--- config.mk ---
export PLATFORM = sky130hd
export DESIGN_NAME = timer_compare
export DESIGN_NICKNAME = d
export VERILOG_FILES = /design/src/inc/timer_pkg.sv /design/src/logic/timer_compare.sv
export SDC_FILE = /design/constraint.sdc
export NUM_CORES = 1
export LEC_CHECK = 0
export ABC_CLOCK_PERIOD_IN_PS = 7000
export BUFFER_PORTS_ARGS = -buffer_cell sky130_fd_sc_hd__buf_2
export CAP_MARGIN = 40
export CORE_MARGIN = 2
export CORE_UTILIZATION = 35
export CTS_BUF_LIST = sky130_fd_sc_hd__clkbuf_4
export DETAILED_ROUTE_END_ITERATION = 10
export PLACE_DENSITY = 0.62
export SKIP_LAST_GASP = 1
export SYNTH_ARGS = -nofsm -noshare
export SYNTH_HDL_FRONTEND = slang
export SYNTH_SLANG_ARGS = --single-unit
export TNS_END_PERCENT = 5
--- constraint.sdc ---
create_clock -name pclk -period 7 [get_ports pclk]
set_input_delay 0.35 -clock pclk [delete_from_list [all_inputs] [get_ports pclk]]
set_output_delay 0.35 -clock pclk [all_outputs]
set_load 0.005 [all_outputs]
--- src/inc/timer_pkg.sv ---
// shared constants and types for the 8-bit compare/waveform timer
package timer_pkg;

  // register byte offsets
  localparam logic [7:0] OFF_CTRL = 8'h00;
  localparam logic [7:0] OFF_COUNT = 8'h04;
  localparam logic [7:0] OFF_CMP_A = 8'h08;
  localparam logic [7:0] OFF_CMP_B = 8'h0c;
  localparam logic [7:0] OFF_FLAGS = 8'h10;
  localparam logic [7:0] OFF_FORCE = 8'h14;
  localparam logic [7:0] OFF_PIN = 8'h18;

  // control word field positions
  localparam int CTRL_WAVE_LSB = 0;
  localparam int CTRL_CLKSEL_LSB = 4;
  localparam int CTRL_OMODE_LSB = 8;
  // flag word bit positions, match flags follow overflow
  localparam int FLAG_OVF_BIT = 0;
  localparam int FLAG_MATCH_LSB = 1;
  // pin word: port data in bits 1:0, direction in 5:4, output state in 9:8
  localparam int PIN_DATA_LSB = 0;
  localparam int PIN_DIR_LSB = 4;
  localparam int PIN_STATE_LSB = 8;

  // reset values
  localparam logic [7:0] RST_COUNT = 8'h00;
  localparam logic [7:0] RST_CMP = 8'h00;
  localparam logic [2:0] RST_CLKSEL = 3'h0;

  localparam logic [7:0] CNT_MAX = 8'hff;
  localparam logic [7:0] CNT_BOTTOM = 8'h00;

  // prescaler divide masks: tick when the low bits of the free counter are zero
  localparam logic [9:0] DIV1_MASK = 10'h000;
  localparam logic [9:0] DIV8_MASK = 10'h007;
  localparam logic [9:0] DIV32_MASK = 10'h01f;
  localparam logic [9:0] DIV64_MASK = 10'h03f;
  localparam logic [9:0] DIV128_MASK = 10'h07f;
  localparam logic [9:0] DIV256_MASK = 10'h0ff;
  localparam logic [9:0] DIV1024_MASK = 10'h3ff;

  typedef enum logic [2:0] {
    WAVE_NORMAL = 3'b000,
    WAVE_PHASE = 3'b001,
    WAVE_CLEAR_ON_MATCH = 3'b010,
    WAVE_FAST_MAX = 3'b011,
    WAVE_PHASE_CMP = 3'b101,
    WAVE_FAST_CMP = 3'b111
  } wave_mode_t;

  typedef enum logic [1:0] {
    OMODE_OFF = 2'b00,
    OMODE_TOGGLE = 2'b01,
    OMODE_CLEAR = 2'b10,
    OMODE_SET = 2'b11
  } omode_t;

  typedef struct packed {
    logic psel;
    logic penable;
    logic pwrite;
    logic [7:0] paddr;
    logic [31:0] pwdata;
  } apb_req_t;

  typedef struct packed {
    logic [1:0] pin_out;
    logic [1:0] pin_oe;
  } pin_drive_t;

endpackage

--- src/logic/timer_compare.sv ---
// 8-bit timer with two compare channels, waveform modes and APB registers
//
// The implementer's own choices: the APB register port and the register offsets.
`timescale 1ns/1ps
module timer_compare #(
  parameter int CHANNELS = 2
) (
  input wire logic pclk,
  input wire logic presetn,
  input wire logic psel,
  input wire logic penable,
  input wire logic pwrite,
  input wire logic [7:0] paddr,
  input wire logic [31:0] pwdata,
  output logic [31:0] prdata,
  output logic pready,
  output logic pslverr,
  output logic [CHANNELS-1:0] pin_out,
  output logic [CHANNELS-1:0] pin_oe
);

  ////////////////////////////////////////////////////////////////////////////
  typedef struct packed {
    logic [2:0] wave;
    logic [2:0] clksel;
    logic [CHANNELS-1:0][1:0] omode;
    logic [7:0] cnt;
    logic [CHANNELS-1:0][7:0] cmp;
    logic [CHANNELS-1:0][7:0] cmp_buf;
    logic [CHANNELS-1:0] ostate;
    logic ovf;
    logic [CHANNELS-1:0] mflag;
    logic [CHANNELS-1:0] mpend;
    logic blk;
    logic [9:0] pre;
    logic [CHANNELS-1:0] port_d;
    logic [CHANNELS-1:0] dir;
    logic [CHANNELS-1:0] pin_q;
    logic [CHANNELS-1:0] oe_q;
    logic [31:0] rdata;
  } state_t;

  state_t s_ff;
  state_t nxt_s;

  timer_pkg::apb_req_t req;
  logic wr;
  logic rd_setup;
  logic hit;
  logic tick;
  logic pwm;
  logic clear_on_match_mode;
  logic at_top;
  logic wr_cnt;
  logic wr_force;
  logic [7:0] top_v;
  logic [9:0] div_mask;
  logic [CHANNELS-1:0] match;

  assign req.psel = psel;
  assign req.penable = penable;
  assign req.pwrite = pwrite;
  assign req.paddr = paddr;
  assign req.pwdata = pwdata;

  ////////////////////////////////////////////////////////////////////////////
  // apb slave: zero wait states, error on unmapped word
  always_comb begin
    case (req.paddr)
      timer_pkg::OFF_CTRL,
      timer_pkg::OFF_COUNT,
      timer_pkg::OFF_CMP_A,
      timer_pkg::OFF_CMP_B,
      timer_pkg::OFF_FLAGS,
      timer_pkg::OFF_FORCE,
      timer_pkg::OFF_PIN: hit = 1'b1;
      default: hit = 1'b0;
    endcase
  end

  assign wr = req.psel && req.penable && req.pwrite && hit;
  assign rd_setup = req.psel && !req.penable && !req.pwrite;
  assign wr_cnt = wr && (req.paddr == timer_pkg::OFF_COUNT);
  assign wr_force = wr && (req.paddr == timer_pkg::OFF_FORCE);
  assign pready = 1'b1;
  assign pslverr = req.psel && req.penable && !hit;
  assign prdata = s_ff.rdata;

  ////////////////////////////////////////////////////////////////////////////
  // prescaler select to tick
  always_comb begin
    case (s_ff.clksel)
      3'h1: div_mask = timer_pkg::DIV1_MASK;
      3'h2: div_mask = timer_pkg::DIV8_MASK;
      3'h3: div_mask = timer_pkg::DIV32_MASK;
      3'h4: div_mask = timer_pkg::DIV64_MASK;
      3'h5: div_mask = timer_pkg::DIV128_MASK;
      3'h6: div_mask = timer_pkg::DIV256_MASK;
      3'h7: div_mask = timer_pkg::DIV1024_MASK;
      default: div_mask = timer_pkg::DIV1_MASK;
    endcase
  end

  // select zero stops the timer
  assign tick = (s_ff.clksel != 3'h0) && ((s_ff.pre & div_mask) == 10'h000);

  always_comb begin
    case (s_ff.wave)
      timer_pkg::WAVE_FAST_MAX: begin
        pwm = 1'b1;
        clear_on_match_mode = 1'b0;
        top_v = timer_pkg::CNT_MAX;
      end
      timer_pkg::WAVE_FAST_CMP: begin
        pwm = 1'b1;
        clear_on_match_mode = 1'b0;
        top_v = s_ff.cmp[0];
      end
      timer_pkg::WAVE_CLEAR_ON_MATCH: begin
        pwm = 1'b0;
        clear_on_match_mode = 1'b1;
        top_v = s_ff.cmp[0];
      end
      default: begin
        // dual-slope codes are not built; they run as normal mode
        pwm = 1'b0;
        clear_on_match_mode = 1'b0;
        top_v = timer_pkg::CNT_MAX;
      end
    endcase
  end

  assign at_top = (s_ff.cnt == top_v);

  // a count write blocks matches until the next tick has passed
  genvar gi;
  generate
    for (gi = 0; gi < CHANNELS; gi++) begin : g_ch
      assign match[gi] = (s_ff.cnt == s_ff.cmp[gi]) && !s_ff.blk;
      assign pin_out[gi] = s_ff.pin_q[gi];
      assign pin_oe[gi] = s_ff.oe_q[gi];
    end
  endgenerate

  ////////////////////////////////////////////////////////////////////////////
  function automatic logic act(input logic [1:0] om, input logic cur);
    case (om)
      timer_pkg::OMODE_TOGGLE: act = !cur;
      timer_pkg::OMODE_CLEAR: act = 1'b0;
      timer_pkg::OMODE_SET: act = 1'b1;
      default: act = cur;
    endcase
  endfunction

  function automatic logic [31:0] read_word(input state_t st, input logic [7:0] a);
    read_word = 32'h0;
    case (a)
      timer_pkg::OFF_CTRL: begin
        read_word[timer_pkg::CTRL_WAVE_LSB +: 3] = st.wave;
        read_word[timer_pkg::CTRL_CLKSEL_LSB +: 3] = st.clksel;
        read_word[timer_pkg::CTRL_OMODE_LSB +: 2*CHANNELS] = st.omode;
      end
      timer_pkg::OFF_COUNT: read_word[7:0] = st.cnt;
      timer_pkg::OFF_CMP_A: read_word[7:0] = st.cmp_buf[0];
      timer_pkg::OFF_CMP_B: read_word[7:0] = st.cmp_buf[1];
      timer_pkg::OFF_FLAGS: begin
        read_word[timer_pkg::FLAG_OVF_BIT] = st.ovf;
        read_word[timer_pkg::FLAG_MATCH_LSB +: CHANNELS] = st.mflag;
      end
      timer_pkg::OFF_PIN: begin
        read_word[timer_pkg::PIN_DATA_LSB +: CHANNELS] = st.port_d;
        read_word[timer_pkg::PIN_DIR_LSB +: CHANNELS] = st.dir;
        read_word[timer_pkg::PIN_STATE_LSB +: CHANNELS] = st.ostate;
      end
      default: read_word = 32'h0;
    endcase
  endfunction

  ////////////////////////////////////////////////////////////////////////////
  always_comb begin
    nxt_s = s_ff;
    nxt_s.pre = s_ff.pre + 10'h001;
    if (rd_setup) begin
      nxt_s.rdata = read_word(s_ff, req.paddr);
    end
    // register writes first so that hardware sets below win over clears
    if (wr) begin
      case (req.paddr)
        timer_pkg::OFF_CTRL: begin
          nxt_s.wave = req.pwdata[timer_pkg::CTRL_WAVE_LSB +: 3];
          nxt_s.clksel = req.pwdata[timer_pkg::CTRL_CLKSEL_LSB +: 3];
          // mode takes hold now but only acts at a match, at top in pwm, or at a force outside pwm
          nxt_s.omode = req.pwdata[timer_pkg::CTRL_OMODE_LSB +: 2*CHANNELS];
        end
        timer_pkg::OFF_CMP_A,
        timer_pkg::OFF_CMP_B: begin
          for (int i = 0; i < CHANNELS; i++) begin
            if (req.paddr == (timer_pkg::OFF_CMP_A + 8'(4 * i))) begin
              nxt_s.cmp_buf[i] = req.pwdata[7:0];
              if (!pwm) begin
                nxt_s.cmp[i] = req.pwdata[7:0];
              end
            end
          end
        end
        timer_pkg::OFF_FLAGS: begin
          if (req.pwdata[timer_pkg::FLAG_OVF_BIT]) begin
            nxt_s.ovf = 1'b0;
          end
          nxt_s.mflag = s_ff.mflag & ~req.pwdata[timer_pkg::FLAG_MATCH_LSB +: CHANNELS];
        end
        timer_pkg::OFF_PIN: begin
          nxt_s.port_d = req.pwdata[timer_pkg::PIN_DATA_LSB +: CHANNELS];
          nxt_s.dir = req.pwdata[timer_pkg::PIN_DIR_LSB +: CHANNELS];
        end
        default: begin
        end
      endcase
    end
    // forcing touches only the channel state, never flag or count
    if (wr_force && !pwm) begin
      for (int i = 0; i < CHANNELS; i++) begin
        if (req.pwdata[i]) begin
          nxt_s.ostate[i] = act(s_ff.omode[i], s_ff.ostate[i]);
        end
      end
    end
    if (tick) begin
      nxt_s.blk = 1'b0;
      for (int i = 0; i < CHANNELS; i++) begin
        // match seen now becomes a flag one tick later
        nxt_s.mflag[i] = nxt_s.mflag[i] | s_ff.mpend[i];
        nxt_s.mpend[i] = match[i];
      end
      // counting sequence picks from waveform mode only
      if (pwm) begin
        if (at_top) begin
          nxt_s.cnt = timer_pkg::CNT_BOTTOM;
          nxt_s.ovf = 1'b1;
          nxt_s.cmp = s_ff.cmp_buf;
        end else begin
          nxt_s.cnt = s_ff.cnt + 8'h01;
        end
      end else if (clear_on_match_mode && match[0]) begin
        nxt_s.cnt = timer_pkg::CNT_BOTTOM;
      end else begin
        nxt_s.cnt = s_ff.cnt + 8'h01;
        if (s_ff.cnt == timer_pkg::CNT_MAX) begin
          nxt_s.ovf = 1'b1;
        end
      end
      for (int i = 0; i < CHANNELS; i++) begin
        if (!pwm) begin
          if (match[i]) begin
            nxt_s.ostate[i] = act(s_ff.omode[i], s_ff.ostate[i]);
          end
        end else begin
          case (s_ff.omode[i])
            timer_pkg::OMODE_TOGGLE: begin
              if (match[i]) begin
                nxt_s.ostate[i] = !s_ff.ostate[i];
              end
            end
            timer_pkg::OMODE_CLEAR,
            timer_pkg::OMODE_SET: begin
              // bottom edge wins so compare max gives a steady level
              if (at_top) begin
                nxt_s.ostate[i] = !s_ff.omode[i][0];
              end else if (match[i]) begin
                nxt_s.ostate[i] = s_ff.omode[i][0];
              end
            end
            default: begin
            end
          endcase
        end
      end
    end
    // software count write beats clear and increment
    if (wr_cnt) begin
      nxt_s.cnt = req.pwdata[7:0];
      nxt_s.blk = 1'b1;
    end
    for (int i = 0; i < CHANNELS; i++) begin
      nxt_s.pin_q[i] = (nxt_s.omode[i] != 2'b00) ? nxt_s.ostate[i] : nxt_s.port_d[i];
      nxt_s.oe_q[i] = nxt_s.dir[i];
    end
  end

  always_ff @(posedge pclk or negedge presetn) begin
    if (!presetn) begin
      s_ff <= '0;
      s_ff.clksel <= timer_pkg::RST_CLKSEL;
      s_ff.cnt <= timer_pkg::RST_COUNT;
      s_ff.cmp <= {CHANNELS{timer_pkg::RST_CMP}};
      s_ff.cmp_buf <= {CHANNELS{timer_pkg::RST_CMP}};
    end else begin
      s_ff <= nxt_s;
    end
  end
endmodule
Word level (Yosys, flattened, before mapping)
Cells that the tools add are included.
Storage, ports and cells
  logic and storage cells: 149
  register bits after elaboration: 86
  output and inout bits: 38
  input port bits: 45
Operators by class
  reduce and logical (&&, ||, !) cells: 38
  mux-type cells: 60
  bitwise logic cells: 5
  add/sub/neg operators: 2
  eq/ne operators: 25
Operator list (count)
  $mux W8: 12
  $mux W32: 2
  $pmux W10 S6: 1
  $mux W16: 2
  $eq A8 B5 Y1 const B: 3
  $eq A8 B8 Y1: 3
  $mux W24: 1
  $mux W1: 23
  $eq A8 B4 Y1 const B: 2
  $mux W4: 4
  $eq A3 B3 Y1 const B: 5
  $logic_and A1 B1 Y1: 13
  $eq A3 B2 Y1 const B: 4
  $pmux W1 S3: 4
  $pmux W2 S6: 1
  $add A10 B1 Y10 const B: 1
  $and A10 B10 Y10: 1
  $logic_not A10 Y1: 1
  $pmux W2 S5: 1
  $reduce_or A2 Y1: 5
  $logic_not A1 Y1: 9
  $add A8 B1 Y8 const B: 1
  $eq A2 B2 Y1 const B: 4
  $eq A8 B3 Y1 const B: 1
  other kinds (17): 26

Depth between registers and ports, before layout
Gate-level depths: netlist (run 1).
  depth after elaboration: 13
  gate-level depth with buffers: 10
  gate-level depth less buffers: 7

Worst setup path before layout (run 1)
OpenSTA, ideal clock, no wires.
  path kind: input to register
  start: in paddr[5]
  end: reg s_ff (netlist bit pin_out[1])
  slack: 4.592 ns
  stages on the path: 7
  library setup time: 0.077 ns
  buffers on the path: 0
  required time: 6.923 ns
  arrival time: 2.331 ns
  cell sequence: or4b_4 > or3_4 > or3_1 > and4_4 > a2111oi_4 > nor3_1 > o21ai_1
RTL lines
  start: declaration: RTL line timer_compare.sv:13  | input wire logic [7:0] paddr,
  end signal: assignment: RTL line timer_compare.sv:298  | s_ff <= nxt_s;
  end: declaration: RTL line timer_compare.sv:43  | state_t s_ff;

==> results.py, run 1 <==
metrics = {
    "run_status": {
        "status": "completed",
    },
    "yosys": {
        "yosys_warnings": 0,
        "seq_area_frac_synth": 0.429,
        "ys_async_sr_fraction": 1.00,
        "synth_edf_count": 0,
        "synthCells": 531,
        "ys.flop_type": "dfrtp_1",
        "synth_area_um2": 5010,
        "syn_avg_cell_area_um2": 9.44,
        "ys_ff_latch": 86,
        "yosysUniqueCellTypes": 58,
    },
    "setup_path": {
        "worstSetupStartpointType": "flip-flop",
        "cpMostUsedCell": "or3_1",
        "worstPathCellList": "nand3_1 -> or3_1 -> or3_1 -> a21oi_2 -> and2_1 -> buf_8 -> nand2_1 -> o21ai_0",
        "worst-setup-path-type": "reg -> reg",
        "critPathSlowestCell": "and2_1",
        "slowest_delay_ns": 0.54,
        "r2r.worst_path.cells": 8,
        "worstReg2RegEnd": "s_ff[74]",
        "critPathArrivalTime_ns": 3.24,
        "rrSetupSlack_ns": 4.13,
        "cp_max_fo": 18,
        "worstReg2RegStart": "s_ff[91]",
        "cp.required_ns": 7.37,
        "worstSetupEndpoint": "s_ff[74]",
        "crit_start": "s_ff[91]",
        "crit_path_end_kind": "flip-flop",
    },
    "timing": {
        "finalHoldViolCount": 0,
        "setup_ws_ns": 4.13,
        "post-route-min-period_ns": 2.87,
        "slew_violations": 0,
        "period_share": 0.409,
        "timing.setup.tns_ns": 0,
        "setup_viol": 0,
        "rsz0062_at_grt": "false",
        "slew_headroom": 0.529,
        "worstMarginPinSlew_ns": 0.707,
        "max_freq_mhz": 349,
        "fin_skew_ns": 0.0343,
    },
    "routing": {
        "wl_per_cell_um": 17.0,
        "vias_per_cell": 5.37,
        "detail-route-antenna-nets": 0,
        "drtIter0Drc": 469,
        "route.detailed.drc": 0,
        "drt_pre_antenna_iters": 5,
        "vias": 3917,
        "drt-total-wl_mm": 12.4,
    },
    "floorplan": {
        "num_rows": 43,
        "start_util": 0.360,
        "dieHeight_um": 124,
        "coreArea_um2": 13900,
        "die_area_um2": 15300,
        "pin_count": 83,
        "dieWidth_um": 124,
    },
    "hold_path": {
        "hold_path.class": "in -> reg",
    },
    "run": {
        "drv_cap": 0,
    },
    "placement": {
        "portBuffers": 41,
        "gp_congestion": 0.927,
        "place_hpwl_mm": 9.02,
        "place_ws_ns": 3.96,
    },
    "grt": {
        "grt_pass1_vias": 3808,
        "grt_max_degree": 56,
        "grt_pass1_wl_mm": 20.2,
        "overflow": 0,
        "grtUsageTotal": 0.173,
        "antenna_found_initial": 0,
    },
    "finish": {
        "diodes": 0,
        "seq_area_um2": 2150,
        "post-route-util": 0.386,
        "finalNetCount": 592,
        "syn2layout_area_growth_pct": 7.24,
        "fillers": 1391,
        "multi_input_comb_area_um2": 2490,
        "drive_gt1_frac": 0.193,
    },
    "power_and_ir_drop": {
        "seqPwrFrac": 0.503,
        "ir_drop_uv": 75.4,
        "p_leak_nw": 2.42,
        "p_comb_frac": 0.188,
        "p_int_w": 0.000743,
        "power_frac_clock": 0.309,
        "switching_share": 0.302,
        "power.density_nw_per_um2": 198,
        "power_switching_w": 0.000321,
    },
    "clock_tree": {
        "htreeDepth": 3,
        "cts_setup_buffers": 0,
        "cts_resized": 0,
        "cts_buffers": 9,
        "cts_tree": "yes",
        "hold_buffers": 1,
        "path_clk_slew_ns": 0.15,
        "cts_root_buf": "clkbuf_4",
        "clockBufferDepth": 2,
        "clk_latency_ns": 0.48,
        "clock_sinks": 86,
    },
}
## routing by layer
layer,up-vias,share of wire,track usage
met1,1907,0.45,0.230
met3,18,0.065,0.0412
met2,135,0.46,0.275
li1,1857,-,-
met5,-,0,0
met4,0,0.022,0.0646
## state kept, by name (all words and copies together), names as in the netlist
register  flops
s_ff         70
prdata       12
pin_out       2
pin_oe        2
## area by class of cell
class                      instances  area share
timing repair buffer              48      0.0540
inverter                          16      0.0112
tap                              180      0.0419
clock inverter                     6      0.0161
multi-input combinational        384       0.463
clock buffer                      10      0.0140
sequential                        86       0.400
## cells in the mapped netlist, types with 2 or more instances
master / count / area share
a211oi_1: 2 / 0.0030
a21boi_0: 2 / 0.0030
a21oi_1: 11 / 0.011
a22o_1: 2 / 0.0035
a22oi_1: 10 / 0.015
a31oi_1: 2 / 0.0025
and2_1: 4 / 0.0050
and3_1: 8 / 0.010
and4_1: 2 / 0.0035
buf_2: 3 / 0.0030
buf_4: 37 / 0.055
clkbuf_1: 21 / 0.016
clkbuf_2: 2 / 0.0020
conb_1: 2 / 0.0015
dfrtp_1: 86 / 0.43
ha_1: 2 / 0.0050
inv_1: 16 / 0.012
mux2_2: 28 / 0.063
mux2i_1: 22 / 0.044
mux4_2: 4 / 0.018
nand2_1: 73 / 0.055
nand2b_1: 4 / 0.0050
nand3_1: 16 / 0.016
nand4_1: 6 / 0.0075
nor2_1: 18 / 0.013
nor2b_1: 5 / 0.0062
nor3_1: 13 / 0.013
nor4_1: 6 / 0.0075
o211ai_1: 7 / 0.010
o21a_1: 5 / 0.0075
o21ai_0: 50 / 0.050
o21ai_1: 3 / 0.0030
o22ai_1: 3 / 0.0037
o311ai_0: 2 / 0.0035
o31ai_1: 6 / 0.0090
or2_2: 4 / 0.0050
or3_1: 6 / 0.0075
or4_1: 2 / 0.0030
xnor2_1: 14 / 0.024
xor2_1: 4 / 0.0070
## worst min path at each step
stage           endpoint       from  slack (ns)  cells past startpoint
6_report        s_ff[99]  pwdata[9]         0.1                      3
3_3_place_gp    s_ff[71]    presetn        0.14                      1
4_1_cts         s_ff[99]  pwdata[9]        0.08                      3
2_1_floorplan  pin_oe[0]    presetn        0.05                      0
3_5_place_dp    s_ff[71]    presetn        0.14                      1
5_1_grt         s_ff[99]  pwdata[9]        0.09                      3
## per-stage QoR
step	hold WS (ns)	instance area [um2]	cells	power, W
6_report	0.0973	5380	730	0.00106
5_1_grt	0.0875	5380	730	0.00112
4_1_cts	0.0848	5380	730	0.00107
3_5_place_dp	0.137	5200	713	0.000741
3_3_place_gp	0.136	5160	711	0.000733
2_1_floorplan	0.0544	5080	550	0.000686
## placed cells by master, fill, tap and decap left out, types with 5 or more instances in the layout
master    Yosys  final
o21ai_0      50     50
o21a_1        5      5
o31ai_1       6      6
nor3_1       13     13
o211ai_1      7      7
nand2_1      73     73
inv_1        16     16
nor4_1        6      6
buf_4        37      5
clkbuf_4      0     10
mux2_2       28     28
nor2b_1       5      5
nor2_1       18     18
nand4_1       6      6
and3_1        8      8
or3_1         6      6
dfrtp_1      86     86
xnor2_1      14     14
mux2i_1      22     22
buf_2         3     40
a22oi_1      10     10
a21oi_1      11     11
conb_1        2     21
nand3_1      16     16
## kinds of logic after synthesis
group | after synthesis | share of synthesized area
and+or+nand+nor | 174 | 0.173
AOI/OAI and AO/OA | 115 | 0.146
DFF | 86 | 0.429
buffers and inverters | 80 | 0.0889
muxes | 54 | 0.125
xor gates and xnor gates | 18 | 0.0315
adders and majority gates | 2 | 0.00499
other | 2 | 0.00150
## power groups by stage
stage               Clock (W)  Sequential [W]  Combinational (W)
CTS                  0.000334        0.000535           0.000199
global route         0.000360        0.000537           0.000224
detailed placement          0        0.000544           0.000197
finish               0.000329        0.000535           0.000200
floorplan                   0        0.000536           0.000151
global placement            0        0.000543           0.000190
## worst max-delay path: cells and delay by family, from the launching register on
family | cells | cell delay, ns
buffers and inverters | 1 | 0.23
AOI/OAI and AO/OA | 2 | 0.37
DFF | 1 | 0.53
and+or+nand+nor | 5 | 1.66
Note: power is estimated with default switching activity, not from simulation.
==> inputs of run 2 (changes only) <==
--- a/config.mk
+++ b/config.mk
@@ -5,14 +5,14 @@
 export SDC_FILE = /design/constraint.sdc
 export NUM_CORES = 1
 export LEC_CHECK = 0
-export ABC_CLOCK_PERIOD_IN_PS = 7000
+export ABC_CLOCK_PERIOD_IN_PS = 2350
 export BUFFER_PORTS_ARGS = -buffer_cell sky130_fd_sc_hd__buf_2
 export CAP_MARGIN = 40
 export CORE_MARGIN = 2
 export CORE_UTILIZATION = 35
 export CTS_BUF_LIST = sky130_fd_sc_hd__clkbuf_4
 export DETAILED_ROUTE_END_ITERATION = 10
-export PLACE_DENSITY = 0.62
+export PLACE_DENSITY = 0.64
 export SKIP_LAST_GASP = 1
 export SYNTH_ARGS = -nofsm -noshare
 export SYNTH_HDL_FRONTEND = slang
==> constraint.sdc (replaced) <==
create_clock -name pclk -period 2.35 [get_ports pclk]
set_input_delay 0.1175 -clock pclk [delete_from_list [all_inputs] [get_ports pclk]]
set_output_delay 0.1175 -clock pclk [all_outputs]
set_load 0.005 [all_outputs]
==> results.py, run 2 (synthesis gave the netlist of run 1 again) <==
metrics = {
    "finish": {
        "multi_input_comb_area_um2": 2510,
        "fillers": 1384,
        "finalNetCount": 653,
        "final_area_um2": 5830,
        "final_common_cell": "dfrtp_1",
        "seq_area_um2": 2150,
        "syn2layout_area_growth_pct": 16.3,
        "final_cell_mix": "dfrtp_1, nand2_1, buf_4, o21ai_0, buf_2",
        "drive_gt1_frac": 0.262,
        "top_register": "s_ff",
        "largest_reg_flops": 70,
    },
    "clock_tree": {
        "cts_buffers": 9,
        "clockBufferDepth": 2,
        "cts_root_buf": "clkbuf_4",
        "path_clk_slew_ns": 0.16,
        "cts_tree": "yes",
        "clock_sinks": 86,
        "htreeDepth": 3,
        "clk_latency_ns": 0.47,
    },
    "timing": {
        "fin_skew_ns": 0.0252,
        "slew_violations": 0,
        "max_freq_mhz": 438,
        "worstMarginPinSlew_ns": 0.583,
        "setup_viol": 0,
        "rsz0062_at_grt": "true",
        "finalHoldViolCount": 0,
        "period_share": 0.972,
        "post-route-min-period_ns": 2.28,
        "slew_headroom": 0.611,
        "timing.setup.tns_ns": 0,
    },
    "placement": {
        "portBuffers": 41,
        "gp_congestion": 0.925,
        "place_hpwl_mm": 9.78,
        "placed_area_um2": 5560,
    },
    "setup_path": {
        "critPathArrivalTime_ns": 2.66,
        "worst-setup-path-type": "reg -> reg",
        "worstSetupStartpointType": "flip-flop",
        "cp_max_fo": 5,
        "crit_path_end_kind": "flip-flop",
        "crit_start": "s_ff[92]",
        "cp.required_ns": 2.73,
        "r2r.worst_path.cells": 7,
        "slowest_delay_ns": 0.43,
        "worstReg2RegStart": "s_ff[92]",
        "worstPathCellList": "nand3_1 -> or3_4 -> or3_4 -> a211o_1 -> a211oi_2 -> o31ai_1 -> o31ai_1",
        "cp_num_buf_inv": 0,
        "cp_top_family": "simple AND/OR/NAND/NOR gates",
        "rrSetupSlack_ns": 0.07,
        "worstSetupEndpoint": "pin_out[0]",
        "path_depth": 7,
        "critPathSlowestCell": "or3_4",
        "worstReg2RegEnd": "pin_out[0]",
    },
    "routing": {
        "route.met2.wl_mm": 6.12,
        "drtIter0Drc": 295,
        "detail-route-antenna-nets": 0,
        "drt_pre_antenna_iters": 5,
        "wl_met1_mm": 6.10,
        "vias": 4170,
        "route.detailed.drc": 0,
        "vias_per_cell": 5.27,
        "drt-total-wl_mm": 13.2,
        "wl_per_cell_um": 16.7,
        "highest_layer": "met4",
        "met3_length_um": 569,
    },
    "floorplan": {
        "start_util": 0.360,
        "coreArea_um2": 13900,
        "pin_count": 83,
        "die_area_um2": 15300,
        "dieHeight_um": 124,
        "num_rows": 43,
        "dieWidth_um": 124,
    },
    "grt": {
        "overflow": 0,
        "antenna_found_initial": 1,
        "grtUsageTotal": 0.183,
        "grt_pass1_wl_mm": 21.2,
        "grt_max_degree": 46,
        "grt_pass1_vias": 4063,
    },
    "power_and_ir_drop": {
        "p_leak_nw": 2.67,
        "ir_drop_uv": 206,
        "power.density_nw_per_um2": 537,
    },
    "run": {
        "drv_cap": 0,
    },
    "run_status": {
        "status": "completed",
    },
    "hold_path": {
        "hold_path.class": "in -> reg",
    },
}
==> run 2: cell types whose count changed in the layout (fill, tap and decap cells not counted), sizes merged <==
cell	before	now
bufinv	2	0
clkbuf	10	9
dlygate4sd3	1	13
diode	0	1
buf	47	96
inv	16	18
==> run 2: power by group <==
| group | total [W] | internal (W) | leakage, nW | switching, W |
|---|---|---|---|---|
| logic | 0.000773 | 0.000363 | 1.57 | 0.000410 |
| registers | 0.00157 | 0.00153 | 1.04 | 0.0000426 |
| clock network | 0.000786 | 0.000221 | 0.0628 | 0.000566 |
| total | 0.00313 | 0.00211 | 2.67 | 0.00102 |
==> run 2: what timing repair did <==
item,in CTS,in global routing
hold endpoints to repair,66,0
gates resized for setup,4,4
hold buffers,13,0
buffers inserted,0,0
endpoints found under the setup margin,1,11
pin swaps,0,1
==> run 2: routing by layer <==
layer / vias up / track usage
met5: - / 0
met4: 0 / 0.0959
met3: 33 / 0.0201
met2: 138 / 0.290
met1: 2020 / 0.245
li1: 1979 / -
==> run 2: how the worst min path moves through the flow <==
stage	start	endpoint	depth (start not counted)
global route	pwrite	prdata[0]	4
CTS	pwrite	prdata[0]	4
detailed placement	presetn	s_ff[87]	1
floorplan	presetn	pin_oe[0]	0
finish	pwrite	prdata[0]	4
global placement	presetn	s_ff[87]	1
==> run 2: cell type report <==
type / count / area share
Timing Repair Buffer: 109 / 0.131
Inverter: 16 / 0.0103
Tap cell: 180 / 0.0386
Multi-Input combinational cell: 384 / 0.431
Antenna cell: 1 / 0.000429
Clock inverter: 6 / 0.00816
Clock buffer: 9 / 0.0116
Sequential cell: 86 / 0.369
==> run 2: worst min-delay path: stages <==
cell and delay, ns:
buf_2 0.09, nor2_1 0.05, nand3_1 0.12, o21ai_0 0.09
==> run 2: stage by stage <==
step / instances / power, W / hold slack [ns] / utilization / setup WS [ns]
after floorplan: 550 / 0.00204 / -0.178 / - / 0.00286
after global placement: 762 / 0.00230 / 0.155 / 0.399 / 0.0113
after detailed placement: 762 / 0.00232 / 0.158 / 0.399 / -0.0289
after CTS: 790 / 0.00313 / 0.000376 / 0.417 / 0.0208
after global routing: 791 / 0.00330 / 0.0161 / 0.418 / -0.0295
final: 791 / 0.00313 / 0.0155 / 0.418 / 0.0663
